`src/include/clk_cfg_pkg.sv`:
```
// register map, field positions, reset values and timing for clock setup
`default_nettype none
package clk_cfg_pkg;

  // ----------------------------------------------------------------
  // register offsets
  // ----------------------------------------------------------------
  localparam logic [7:0] ADDR_DATA_RATE = 8'h30;
  localparam logic [7:0] ADDR_RX_DBL_CTRL = 8'h39;
  localparam logic [7:0] ADDR_RX_DBL_OFFSET = 8'h3b;
  localparam logic [7:0] ADDR_RX_DBL_TAP = 8'h3c;
  localparam logic [7:0] ADDR_MULT_ENABLE = 8'h60;
  localparam logic [7:0] ADDR_RX_CLK_DRIVE = 8'h63;
  localparam logic [7:0] ADDR_DUTY_BYPASS = 8'h66;
  localparam logic [7:0] ADDR_TX_SRC_DIV = 8'h71;
  localparam logic [7:0] ADDR_MULT_FACTOR = 8'h72;
  localparam logic [7:0] ADDR_MULT_RESET = 8'h75;
  localparam logic [7:0] ADDR_AUX_CHANNEL = 8'h77;
  localparam logic [7:0] ADDR_AUX_RES_HIGH = 8'h78;
  localparam logic [7:0] ADDR_AUX_RES_LOW = 8'h79;
  localparam logic [7:0] ADDR_AUX_ENABLE = 8'h7a;
  localparam logic [7:0] ADDR_TEMP_ENABLE = 8'h7b;

  // ----------------------------------------------------------------
  // field positions
  // ----------------------------------------------------------------
  localparam int RATE_RX_DDR_BIT = 0;
  localparam int RATE_TX_DDR_BIT = 1;
  localparam int RX_DBL_SEL_BIT = 1;
  localparam int RX_DBL_RST_BIT = 7;
  localparam int MULT_EN_BIT = 7;
  localparam int DUTY_BYPASS_BIT = 2;
  localparam int TX_DBL_SEL_BIT = 7;
  localparam int TX_FROM_MULT_BIT = 6;
  localparam int MULT_REF_EN_BIT = 4;
  localparam int TX_DIV_MSB = 3;
  localparam int MULT_M_MSB = 5;
  localparam int MULT_LOCK_BIT = 7;
  localparam int MULT_RST_BIT = 3;
  localparam int AUX_START_BIT = 7;
  localparam int AUX_CH_MSB = 2;
  localparam int AUX_EN_BIT = 7;
  localparam int TEMP_EN_BIT = 7;
  localparam int AUX_RES_W = 12;

  // ----------------------------------------------------------------
  // reset values and timing
  // ----------------------------------------------------------------
  localparam logic [7:0] REG_RESET = 8'h00;
  localparam logic [AUX_RES_W-1:0] AUX_RES_RESET = 12'h000;
  localparam int AUX_CONV_CYCLES = 16;

endpackage : clk_cfg_pkg
`default_nettype wire

```
`src/verilog/level_sync.sv`:
```
// two-stage synchroniser for levels arriving from outside the clock domain
`default_nettype none
module level_sync
  import clk_cfg_pkg::*;
#(
  parameter int WIDTH = 1
)(
  input wire logic clk,
  input wire logic rst_n,
  input wire logic [WIDTH-1:0] async_in,
  output logic [WIDTH-1:0] sync_out
);

  typedef struct packed {
    logic [WIDTH-1:0] stage1;
    logic [WIDTH-1:0] stage2;
  } sync_state_t;

  sync_state_t s_r;
  sync_state_t s_nxt;

  initial
  begin
    if (WIDTH < 1) $error("level_sync: WIDTH must be at least 1");
  end

  // first stage feeds only the second
  always_comb
  begin
    s_nxt = s_r;
    s_nxt.stage1 = async_in;
    s_nxt.stage2 = s_r.stage1;
  end

  always_ff @(posedge clk or negedge rst_n)
  begin
    if (!rst_n)
      s_r <= '0;
    else
      s_r <= s_nxt;
  end

  assign sync_out = s_r.stage2;

endmodule : level_sync
`default_nettype wire

```
`src/verilog/clk_setup_regs.sv`:
```
// clock multiplier, doubler and aux converter configuration registers
`default_nettype none
module clk_setup_regs
  import clk_cfg_pkg::*;
#(
  parameter int CONV_CYCLES = AUX_CONV_CYCLES
)(
  input wire logic clk,
  input wire logic rst_n,
  input wire logic reg_wr,
  input wire logic reg_rd,
  input wire logic [7:0] reg_addr,
  input wire logic [7:0] reg_wdata,
  output logic [7:0] reg_rdata,
  output logic reg_rvalid,
  input wire logic mult_lock_raw,
  input wire logic [AUX_RES_W-1:0] aux_code_raw,
  output logic mult_enable,
  output logic mult_ref_enable,
  output logic mult_reset,
  output logic [6:0] mult_factor,
  output logic tx_clk_from_mult,
  output logic [TX_DIV_MSB:0] tx_div_n,
  output logic tx_doubler_select,
  output logic rx_doubler_select,
  output logic rx_doubler_reset,
  output logic [7:0] rx_doubler_offset,
  output logic [7:0] rx_doubler_tap,
  output logic [7:0] rx_clk_drive,
  output logic duty_bypass,
  output logic rx_ddr_mode,
  output logic tx_ddr_mode,
  output logic [AUX_CH_MSB:0] aux_channel,
  output logic aux_enable,
  output logic temp_sensor_enable,
  output logic aux_sampling,
  output logic [AUX_RES_W-1:0] aux_converter_result
);

  // ----------------------------------------------------------------
  // state
  // ----------------------------------------------------------------
  typedef struct packed {
    logic [7:0] rate;
    logic [7:0] rx_dbl;
    logic [7:0] rx_off;
    logic [7:0] rx_tap;
    logic [7:0] mult_en;
    logic [7:0] rx_drv;
    logic [7:0] bypass;
    logic [7:0] tx_src;
    logic [7:0] mult_m;
    logic [7:0] mult_rst;
    logic [7:0] aux_ch;
    logic [7:0] aux_en;
    logic [7:0] temp_en;
    logic [6:0] factor;
    logic locked;
    logic busy;
    logic [7:0] conv_cnt;
    logic [AUX_RES_W-1:0] aux_res;
    logic [7:0] rdata;
    logic rvalid;
  } cfg_state_t;

  cfg_state_t s_r;
  cfg_state_t s_nxt;
  logic lock_sync;
  logic [AUX_RES_W-1:0] aux_code_sync;
  logic aux_start;

  initial
  begin
    if (CONV_CYCLES < 1 || CONV_CYCLES > 255)
      $error("clk_setup_regs: CONV_CYCLES must lie in 1..255");
  end

  // ----------------------------------------------------------------
  // pin synchronisers
  // ----------------------------------------------------------------
  level_sync #(
    .WIDTH(1)
  ) u_lock_sync (
    .clk(clk),
    .rst_n(rst_n),
    .async_in(mult_lock_raw),
    .sync_out(lock_sync)
  );

  // result code is quasi-static while sampling, captured at the end
  level_sync #(
    .WIDTH(AUX_RES_W)
  ) u_aux_sync (
    .clk(clk),
    .rst_n(rst_n),
    .async_in(aux_code_raw),
    .sync_out(aux_code_sync)
  );

  // a start needs both enables already set and no conversion running
  assign aux_start = reg_wr && (reg_addr == ADDR_AUX_CHANNEL)
    && reg_wdata[AUX_START_BIT] && s_r.aux_en[AUX_EN_BIT]
    && s_r.temp_en[TEMP_EN_BIT] && !s_r.busy;

  // ----------------------------------------------------------------
  // next state
  // ----------------------------------------------------------------
  always_comb
  begin
    s_nxt = s_r;
    s_nxt.rvalid = 1'b0;
    // register writes; read-only offsets ignore writes
    if (reg_wr)
    begin
      case (reg_addr)
        ADDR_DATA_RATE: s_nxt.rate = reg_wdata;
        ADDR_RX_DBL_CTRL: s_nxt.rx_dbl = reg_wdata;
        ADDR_RX_DBL_OFFSET: s_nxt.rx_off = reg_wdata;
        ADDR_RX_DBL_TAP: s_nxt.rx_tap = reg_wdata;
        ADDR_MULT_ENABLE: s_nxt.mult_en = reg_wdata;
        ADDR_RX_CLK_DRIVE: s_nxt.rx_drv = reg_wdata;
        ADDR_DUTY_BYPASS: s_nxt.bypass = reg_wdata;
        ADDR_TX_SRC_DIV: s_nxt.tx_src = reg_wdata;
        ADDR_MULT_FACTOR: s_nxt.mult_m = reg_wdata;
        ADDR_MULT_RESET: s_nxt.mult_rst = reg_wdata;
        ADDR_AUX_CHANNEL: s_nxt.aux_ch = reg_wdata;
        ADDR_AUX_ENABLE: s_nxt.aux_en = reg_wdata;
        ADDR_TEMP_ENABLE: s_nxt.temp_en = reg_wdata;
        default: ;
      endcase
    end
    // multiply by field plus one
    s_nxt.factor = 7'(s_nxt.mult_m[MULT_M_MSB:0]) + 7'h01;
    // lock only counts while enabled and out of reset
    s_nxt.locked = lock_sync && s_nxt.mult_en[MULT_EN_BIT]
      && !s_nxt.mult_rst[MULT_RST_BIT];
    // aux conversion timer
    if (aux_start)
    begin
      s_nxt.busy = 1'b1;
      s_nxt.conv_cnt = 8'(CONV_CYCLES);
    end
    else if (s_r.busy)
    begin
      if (s_r.conv_cnt == 8'h00)
      begin
        s_nxt.busy = 1'b0;
        s_nxt.aux_res = aux_code_sync;
      end
      else
        s_nxt.conv_cnt = s_r.conv_cnt - 8'h01;
    end
    // register reads answer one cycle later
    if (reg_rd)
    begin
      s_nxt.rvalid = 1'b1;
      case (reg_addr)
        ADDR_DATA_RATE: s_nxt.rdata = s_r.rate;
        ADDR_RX_DBL_CTRL: s_nxt.rdata = s_r.rx_dbl;
        ADDR_RX_DBL_OFFSET: s_nxt.rdata = s_r.rx_off;
        ADDR_RX_DBL_TAP: s_nxt.rdata = s_r.rx_tap;
        ADDR_MULT_ENABLE: s_nxt.rdata = s_r.mult_en;
        ADDR_RX_CLK_DRIVE: s_nxt.rdata = s_r.rx_drv;
        ADDR_DUTY_BYPASS: s_nxt.rdata = s_r.bypass;
        ADDR_TX_SRC_DIV: s_nxt.rdata = s_r.tx_src;
        ADDR_MULT_FACTOR:
          s_nxt.rdata = {s_r.locked, s_r.mult_m[6:0]};
        ADDR_MULT_RESET: s_nxt.rdata = s_r.mult_rst;
        ADDR_AUX_CHANNEL: s_nxt.rdata = s_r.aux_ch;
        ADDR_AUX_RES_HIGH: s_nxt.rdata = s_r.aux_res[11:4];
        ADDR_AUX_RES_LOW: s_nxt.rdata = {s_r.aux_res[3:0], 4'h0};
        ADDR_AUX_ENABLE: s_nxt.rdata = s_r.aux_en;
        ADDR_TEMP_ENABLE: s_nxt.rdata = s_r.temp_en;
        default: s_nxt.rdata = 8'h00;
      endcase
    end
  end

  // all registers come out of reset at zero except the factor, which loads one; buses single data rate
  always_ff @(posedge clk or negedge rst_n)
  begin
    if (!rst_n)
    begin
      s_r <= '0;
      s_r.rate <= REG_RESET;
      s_r.factor <= 7'h01;
      s_r.aux_res <= AUX_RES_RESET;
    end
    else
      s_r <= s_nxt;
  end

  // ----------------------------------------------------------------
  // outputs straight from the state flops
  // ----------------------------------------------------------------
  assign reg_rdata = s_r.rdata;
  assign reg_rvalid = s_r.rvalid;
  assign mult_enable = s_r.mult_en[MULT_EN_BIT];
  assign mult_ref_enable = s_r.tx_src[MULT_REF_EN_BIT];
  assign mult_reset = s_r.mult_rst[MULT_RST_BIT];
  assign mult_factor = s_r.factor;
  assign tx_clk_from_mult = s_r.tx_src[TX_FROM_MULT_BIT];
  assign tx_div_n = s_r.tx_src[TX_DIV_MSB:0];
  assign tx_doubler_select = s_r.tx_src[TX_DBL_SEL_BIT];
  assign rx_doubler_select = s_r.rx_dbl[RX_DBL_SEL_BIT];
  assign rx_doubler_reset = s_r.rx_dbl[RX_DBL_RST_BIT];
  assign rx_doubler_offset = s_r.rx_off;
  assign rx_doubler_tap = s_r.rx_tap;
  assign rx_clk_drive = s_r.rx_drv;
  assign duty_bypass = s_r.bypass[DUTY_BYPASS_BIT];
  assign rx_ddr_mode = s_r.rate[RATE_RX_DDR_BIT];
  assign tx_ddr_mode = s_r.rate[RATE_TX_DDR_BIT];
  assign aux_channel = s_r.aux_ch[AUX_CH_MSB:0];
  assign aux_enable = s_r.aux_en[AUX_EN_BIT];
  assign temp_sensor_enable = s_r.temp_en[TEMP_EN_BIT];
  assign aux_sampling = s_r.busy;
  assign aux_converter_result = s_r.aux_res;
endmodule : clk_setup_regs
`default_nettype wire

```
`config.mk`:
```
export PLATFORM = sky130hd
export DESIGN_NAME = clk_setup_regs
export DESIGN_NICKNAME = d
export VERILOG_FILES = /design/src/include/clk_cfg_pkg.sv /design/src/verilog/level_sync.sv /design/src/verilog/clk_setup_regs.sv
export SDC_FILE = /design/constraint.sdc
export NUM_CORES = 1
export LEC_CHECK = 0
export BUFFER_PORTS_ARGS = -buffer_cell sky130_fd_sc_hd__buf_2
export CAP_MARGIN = 20
export CORE_ASPECT_RATIO = 1.25
export CORE_MARGIN = 2
export CORE_UTILIZATION = 30
export DETAILED_ROUTE_END_ITERATION = 10
export GPL_TIMING_DRIVEN = 0
export PLACE_DENSITY = 0.52
export SLEW_MARGIN = 20
export SYNTH_ARGS = -nofsm -noshare
export SYNTH_HDL_FRONTEND = slang
export SYNTH_SLANG_ARGS = --single-unit
```
`constraint.sdc`:
```
create_clock -name clk -period 2.4 [get_ports clk]
set_clock_uncertainty 0.1 [all_clocks]
set_input_delay 0.48 -clock clk [delete_from_list [all_inputs] [get_ports clk]]
set_output_delay 0.48 -clock clk [all_outputs]
set_load 0.05 [all_outputs]
```
==> impl_metrics.yaml, run 1 <==
die:
  rows: 66
  die_w_um: 149
  ios: 105
  core_area_sq_mm: 0.0258
  fp.dieH_um: 185
  start_util_pct: 30.3
  dieArea_sq_mm: 0.0275
timing:
  finalWorstSetupSlack_ns: 0.231
  finalMaxSlewViolations: 0
  finalHoldViolations: 0
  worstMarginPinSlew_ns: 0.848
  fin_crit_sh_pct: 90.4
  setup_viol: 0
  fmax_mhz: 461
  relSlewSlack_pct: 43.2
  tns_ns: 0
  rsz0062_at_grt: "false"
  period_minus_slack_ns: 2.17
global_route:
  grt_pass1_vias: 5568
  antenna_found_initial: 0
  grt_usage_pct: 17.1
  grt_pass1_wl_um: 34600
  grt_start_max_net_pins: 86
  overflow: 0
cts:
  clock_sinks: 167
  h-tree-depth: 4
  clockBufferDepth: 2
  cts_resized: 0
  root_buffer: "clkbuf_16"
  cts_tree: "yes"
  cts_buffers: 17
  clk_pin_slew_ns: 0.08
  clk_latency_ns: 0.44
power:
  comb_power_share_pct: 9.5
  power.density_mw_per_mm2: 686
  p_sw_uw: 1840
  total_power_uw: 6480
  p_clk_share_pct: 44.3
  intPower_uw: 4640
  pwr-share-seq_pct: 46.2
  ir_drop_uv: 501
  p_leak_uw: 0.00461
  sw_frac_of_total_pct: 28.4
worst_setup_path:
  cp.required_ns: 2.63
  r2r_slack_ns: 0.41
  cp_max_fo: 10
  crit_slowest_cell: "nor4_4"
  critPathCaptureType: "register"
  cpPeakStageDelay_ns: 0.33
  arrival_ns: 2.40
  setup.worst_path.class: "input pin to register"
  cp_cell_sequence: "buf_2 > nand4b_4 > nor4_4 > buf_4 > mux2i_1 > inv_1 > ha_1 > a21boi_0 > o21a_1"
  startpoint_type: "input pin"
yosys:
  synth.avg_cell_area_sq_um: 12.5
  syn_area_sq_mm: 0.00784
  seq_area_frac_synth_pct: 53.3
  syn_inst: 626
  synthFlopType: "dfrtp_1"
  yosysUniqueCellTypes: 76
  syn_nets: 662
  synthArstFlopShare_pct: 100
  synth.ff_latch_count: 167
  ys_warn_count: 0
  synth-edff-count: 0
detailed_routing:
  ant_nets: 0
  first_pass_iters: 5
  via_count: 5510
  drtIter0Drc: 365
  wirelength_um: 22800
  m1WireLength_um: 9700
  avgViaCountPerCell: 5.01
  drc: 0
  wl_met2_um: 11000
  top_layer: "met4"
  wire_per_inst_um: 20.7
  wl_met3_um: 1180
place:
  dp_slack_ns: -0.223
  place.port_buffers: 100
  place.gp.congestion: 0.946
  placed_cell_area_sq_mm: 0.00880
  dp_hpwl_um: 16600
finish:
  fill_cells: 2577
  num_antenna_cells: 0
  multi_input_area_sq_mm: 0.00302
  seq_area_sq_mm: 0.00418
  drive_gt1_share_pct: 46.2
  area_growth_pct: 20.4
  finalInstanceArea_sq_mm: 0.00944
  finalNetCount: 783
job:
  drv_cap: 0
hold_path:
  hold_class: "input pin to register"
status:
  status: "finished, final reports clean"
## layout make-up
type	instances	area share, %
well taps	340	4.51
repair buffers	102	5.81
inverters	11	0.438
flip-flops and latches	167	44.3
clock inverters	15	2.09
multi-input cells	359	32.0
plain buffers	89	6.34
clock buffers	17	4.51
## synth_stat cells, types with 7 or more instances
master	instances	area [sq um]
a32oi_1	9	78.8
o21ai_0	17	85.1
nand4_1	7	43.8
nand2_1	30	113
a221oi_1	7	61.3
mux2_2	113	1270
buf_2	16	80.1
buf_4	63	473
dfrtp_1	166	4150
nor2_2	7	43.8
inv_1	10	37.5
mux2i_1	12	120
and3_1	8	50.1
clkbuf_1	9	33.8
a22oi_1	20	150
nand3_1	11	55.1
nor2_1	15	56.3
## registers in the layout (all words and copies together), names as in the netlist, 8 cells and up
name and flops:
s_r 69, aux_converter_result 12, u_aux_sync.s_nxt 12, u_aux_sync.sync_out 12
reg_rdata 8, rx_clk_drive 8, rx_doubler_offset 8, rx_doubler_tap 8
## critical path, delay by kind of cell
family / cells / cell delay, ns
fa+ha+maj: 1 / 0.25
compound gates: 2 / 0.31
mux: 1 / 0.25
simple gates: 2 / 0.56
buf+inv: 3 / 0.55
## cell usage in the layout, fill, tap and decap left out, types with 8 or more instances in the layout
master     count
mux2i_1       12
clkbuf_1       9
nor2_1        15
a32oi_1        9
a22oi_1       20
o21ai_0       17
and3_1         8
clkbuf_16     17
nand2_1       30
mux2_2       113
dfrtp_1      166
buf_4         63
nand3_1       11
inv_1         10
buf_2        115
## per-stage QoR
step,hold WS (ns),utilization (%),std cells
global route,0.0139,36.5,1100
finish,0.0333,36.5,1100
CTS,0.0219,36.5,1100
global placement,0.232,33.9,1066
detailed placement,0.235,34.1,1067
floorplan,0.0844,-,626
## per-layer routing
metal	vias up	GRT usage [%]
met4	0	7.92
met1	2785	21.8
met2	190	27.8
met3	49	3.47
met5	-	0
li1	2486	-
## path summary, 6_finish.rpt
path                                      start  depth (start not counted)                 endpoint
setup / recovery                    reg_addr[6]                          9           mult_factor[4]
hold / removal                  aux_code_raw[4]                          1      u_aux_sync.s_nxt[4]
setup reg to reg                        s_r[26]                          5                  s_r[22]
hold reg to reg            u_aux_sync.s_nxt[11]                          0  u_aux_sync.sync_out[11]
max in group asynchronous                 rst_n                          3          rx_clk_drive[4]
min in group asynchronous                 rst_n                          2      u_aux_sync.s_nxt[5]
## repair_timing
item	4_1_cts	5_1_grt
setup endpoints to repair	0	0
endpoints found under the hold margin	83	0
hold buffers	1	0
buffers inserted	0	0
## cells by family after synthesis
| group | after synthesis | synth area share, % |
|---|---|---|
| adders and majority gates | 3 | 0.479 |
| and+or+nand+nor | 123 | 9.64 |
| xor gates and xnor gates | 6 | 0.670 |
| AOI/OAI and AO/OA | 100 | 9.50 |
| buffers and inverters | 100 | 8.16 |
| DFF | 167 | 53.3 |
| muxes | 127 | 18.2 |
## power groups by stage
stage                     sequential [uW]  combinational (uW)  clock, uW
after floorplan                      3060                 357          0
after global placement               3050                 608          0
after CTS                            3000                 622       2930
final                                2990                 613       2870
after detailed placement             3050                 620          0
after global routing                 3010                 660       3060
No activity file was read; power rests on OpenSTA's default activity.
==> run 2: changes to the inputs <==
--- a/config.mk
+++ b/config.mk
@@ -7,12 +7,12 @@
 export LEC_CHECK = 0
 export BUFFER_PORTS_ARGS = -buffer_cell sky130_fd_sc_hd__buf_2
 export CAP_MARGIN = 20
-export CORE_ASPECT_RATIO = 1.25
+export CORE_ASPECT_RATIO = 0.6
 export CORE_MARGIN = 2
-export CORE_UTILIZATION = 30
+export CORE_UTILIZATION = 25
 export DETAILED_ROUTE_END_ITERATION = 10
 export GPL_TIMING_DRIVEN = 0
-export PLACE_DENSITY = 0.52
+export PLACE_DENSITY = 0.46
 export SLEW_MARGIN = 20
 export SYNTH_ARGS = -nofsm -noshare
 export SYNTH_HDL_FRONTEND = slang
==> constraint.sdc (replaced) <==
create_clock -name clk -period 2.4 [get_ports clk]
set_clock_uncertainty 0.1 [all_clocks]
set_input_delay 0.48 -clock clk [delete_from_list [all_inputs] [get_ports clk]]
set_output_delay 0.48 -clock clk [all_outputs]
set_load 0.1 [all_outputs]
==> run 2 against run 1 <==
Cell area grew 1.6%. Worst hold slack is essentially flat. Register-to-register slack lost 0.04 ns. Non-clock buffer count is the same. Routed wire length grew 9.8%. Critical path depth shrank 2. Global-route usage shrank 1.2 points. Die area grew 20%. Combinational power grew 28%. Clock power grew 7%. Power grew 5.9%. Critical path type unchanged.
==> impl_metrics.yaml, run 2 (same netlist as run 1, synthesis figures left out) <==
die:
  start_util_pct: 25.3
  dieArea_sq_mm: 0.0328
  die_w_um: 233
  ios: 105
  core_area_sq_mm: 0.0310
  rows: 50
  fp.dieH_um: 141
worst_setup_path:
  arrival_ns: 2.60
  cpMostUsedCell: "buf_2"
  critPathCaptureType: "register"
  path_delay_family: "simple AND/OR/NAND/NOR gates"
  cp.depth: 7
  crit_slowest_cell: "nor2_2"
  cp.required_ns: 2.66
  cp_cell_sequence: "buf_2 > buf_2 > nor2b_2 > nand2_1 > nor2_2 > mux2_2 > nor3b_1"
  cpPeakStageDelay_ns: 0.62
  startpoint_type: "input pin"
  ff2ff_path_depth: 5
  cp_max_fo: 10
  setup.worst_path.class: "input pin to register"
  path_buf_inv: 2
timing:
  relSlewSlack_pct: 39.1
  finalHoldViolations: 0
  rsz0062_at_grt: "false"
  finalMaxSlewViolations: 0
  whs_ns: 0.0335
  tns_ns: 0
  fin_crit_sh_pct: 97.2
  period_minus_slack_ns: 2.33
  setup_viol: 0
  worstMarginPinSlew_ns: 0.910
  finalWorstSetupSlack_ns: 0.0676
  fmax_mhz: 429
power:
  p_leak_uw: 0.00463
  ir_drop_uv: 456
  power.density_mw_per_mm2: 715
  total_power_uw: 6860
finish:
  largest_reg_flops: 69
  fill_cells: 3238
  regMostFlops: "s_r"
  multi_input_area_sq_mm: 0.00302
  area_growth_pct: 22.3
  layout_commonest_cell: "dfrtp_1"
  seq_area_sq_mm: 0.00418
  finalNetCount: 783
  final_cell_mix: "dfrtp_1 (166), buf_2 (115), mux2_2 (113), buf_4 (63), nand2_1 (30)"
  drive_gt1_share_pct: 46.2
global_route:
  grt_start_max_net_pins: 91
  grt_usage_pct: 15.9
  grt_pass1_vias: 5362
  overflow: 0
  grt_pass1_wl_um: 36900
  antenna_found_initial: 0
detailed_routing:
  via_count: 5585
  drtIter0Drc: 421
  ant_nets: 0
  first_pass_iters: 5
  avgViaCountPerCell: 4.75
  wire_per_inst_um: 21.3
  drc: 0
  wirelength_um: 25000
cts:
  post_cts_buffers: 0
  clk_latency_ns: 0.45
  clockBufferDepth: 2
  clock_sinks: 167
  clk_pin_slew_ns: 0.06
  cts_buffers: 17
  cts_tree: "yes"
  h-tree-depth: 4
  root_buffer: "clkbuf_16"
job:
  drv_cap: 0
place:
  dp_hpwl_um: 18500
  place.port_buffers: 100
  dp_slack_ns: -0.366
  place.gp.congestion: 0.875
hold_path:
  hold_class: "input pin to register"
  hold_depth: 1
status:
  status: "finished, final reports clean"
-- run 2: changes by cell type in the layout (fill, tap and decap cells not counted), sizes merged --
cell | before | now
buf | 181 | 182
bufinv | 1 | 5
clkbuf | 26 | 28
clkinv | 6 | 7
clkinvlp | 0 | 1
diode | 0 | 1
inv | 19 | 10
-- run 2: layer usage --
| metal | GRT usage (%) | up-vias | part of all wire [%] |
|---|---|---|---|
| met1 | 25.0 | 2875 | 52 |
| met3 | 4.45 | 21 | 7.0 |
| li1 | - | 2495 | - |
| met4 | 4.19 | 0 | 1.1 |
| met2 | 20.6 | 194 | 40 |
| met5 | 0 | - | 0 |
-- run 2: what timing repair did --
| action | CTS | global route |
|---|---|---|
| setup endpoints to repair | 0 | 1 |
| endpoints found under the hold margin | 89 | 0 |
| hold buffers | 1 | 0 |
| gates resized for setup | 0 | 0 |
-- run 2: path summary, 6_finish.rpt --
kind                                      from                      to  slack (ns)
setup / recovery                   reg_addr[3]                 s_r[30]        0.07
hold / removal                   mult_lock_raw    u_lock_sync.s_nxt[0]        0.03
setup reg to reg                       s_r[26]                 s_r[25]        0.37
hold reg to reg            u_aux_sync.s_nxt[5]  u_aux_sync.sync_out[5]        0.25
max in group asynchronous                rst_n                 s_r[30]        0.88
min in group asynchronous                rst_n    rx_doubler_offset[6]        0.53
-- run 2: worst register-to-register path: stages, from the launching register on --
cell and delay (ns):
dfrtp_1 0.43, nor4_2 0.49, a31oi_1 0.32, nand3_1 0.19, xor2_1 0.16, a21bo_2 0.23
-- run 2: metrics by stage --
step / cells / util (%) / area [sq um]
floorplan: 626 / - / 7840
global placement: 1142 / 28.6 / 8860
detailed placement: 1144 / 28.8 / 8930
CTS: 1177 / 30.9 / 9590
global route: 1176 / 30.9 / 9590
finish: 1177 / 30.9 / 9590
-- run 2: final cells by class --
type                    instances  share of cell area (%)
inverters                      11                   0.431
plain buffers                  88                    6.20
repair buffers                103                    6.00
clock inverters                12                    2.07
clock buffers                  20                    4.76
flip-flops and latches        167                    43.6
well taps                     416                    5.43
multi-input cells             359                    31.5
diodes                          1                  0.0261
-- run 2: power breakdown --
group,internal [uW],switching (uW)
clock network,1900,1180
logic,204,582
registers,2930,72.2
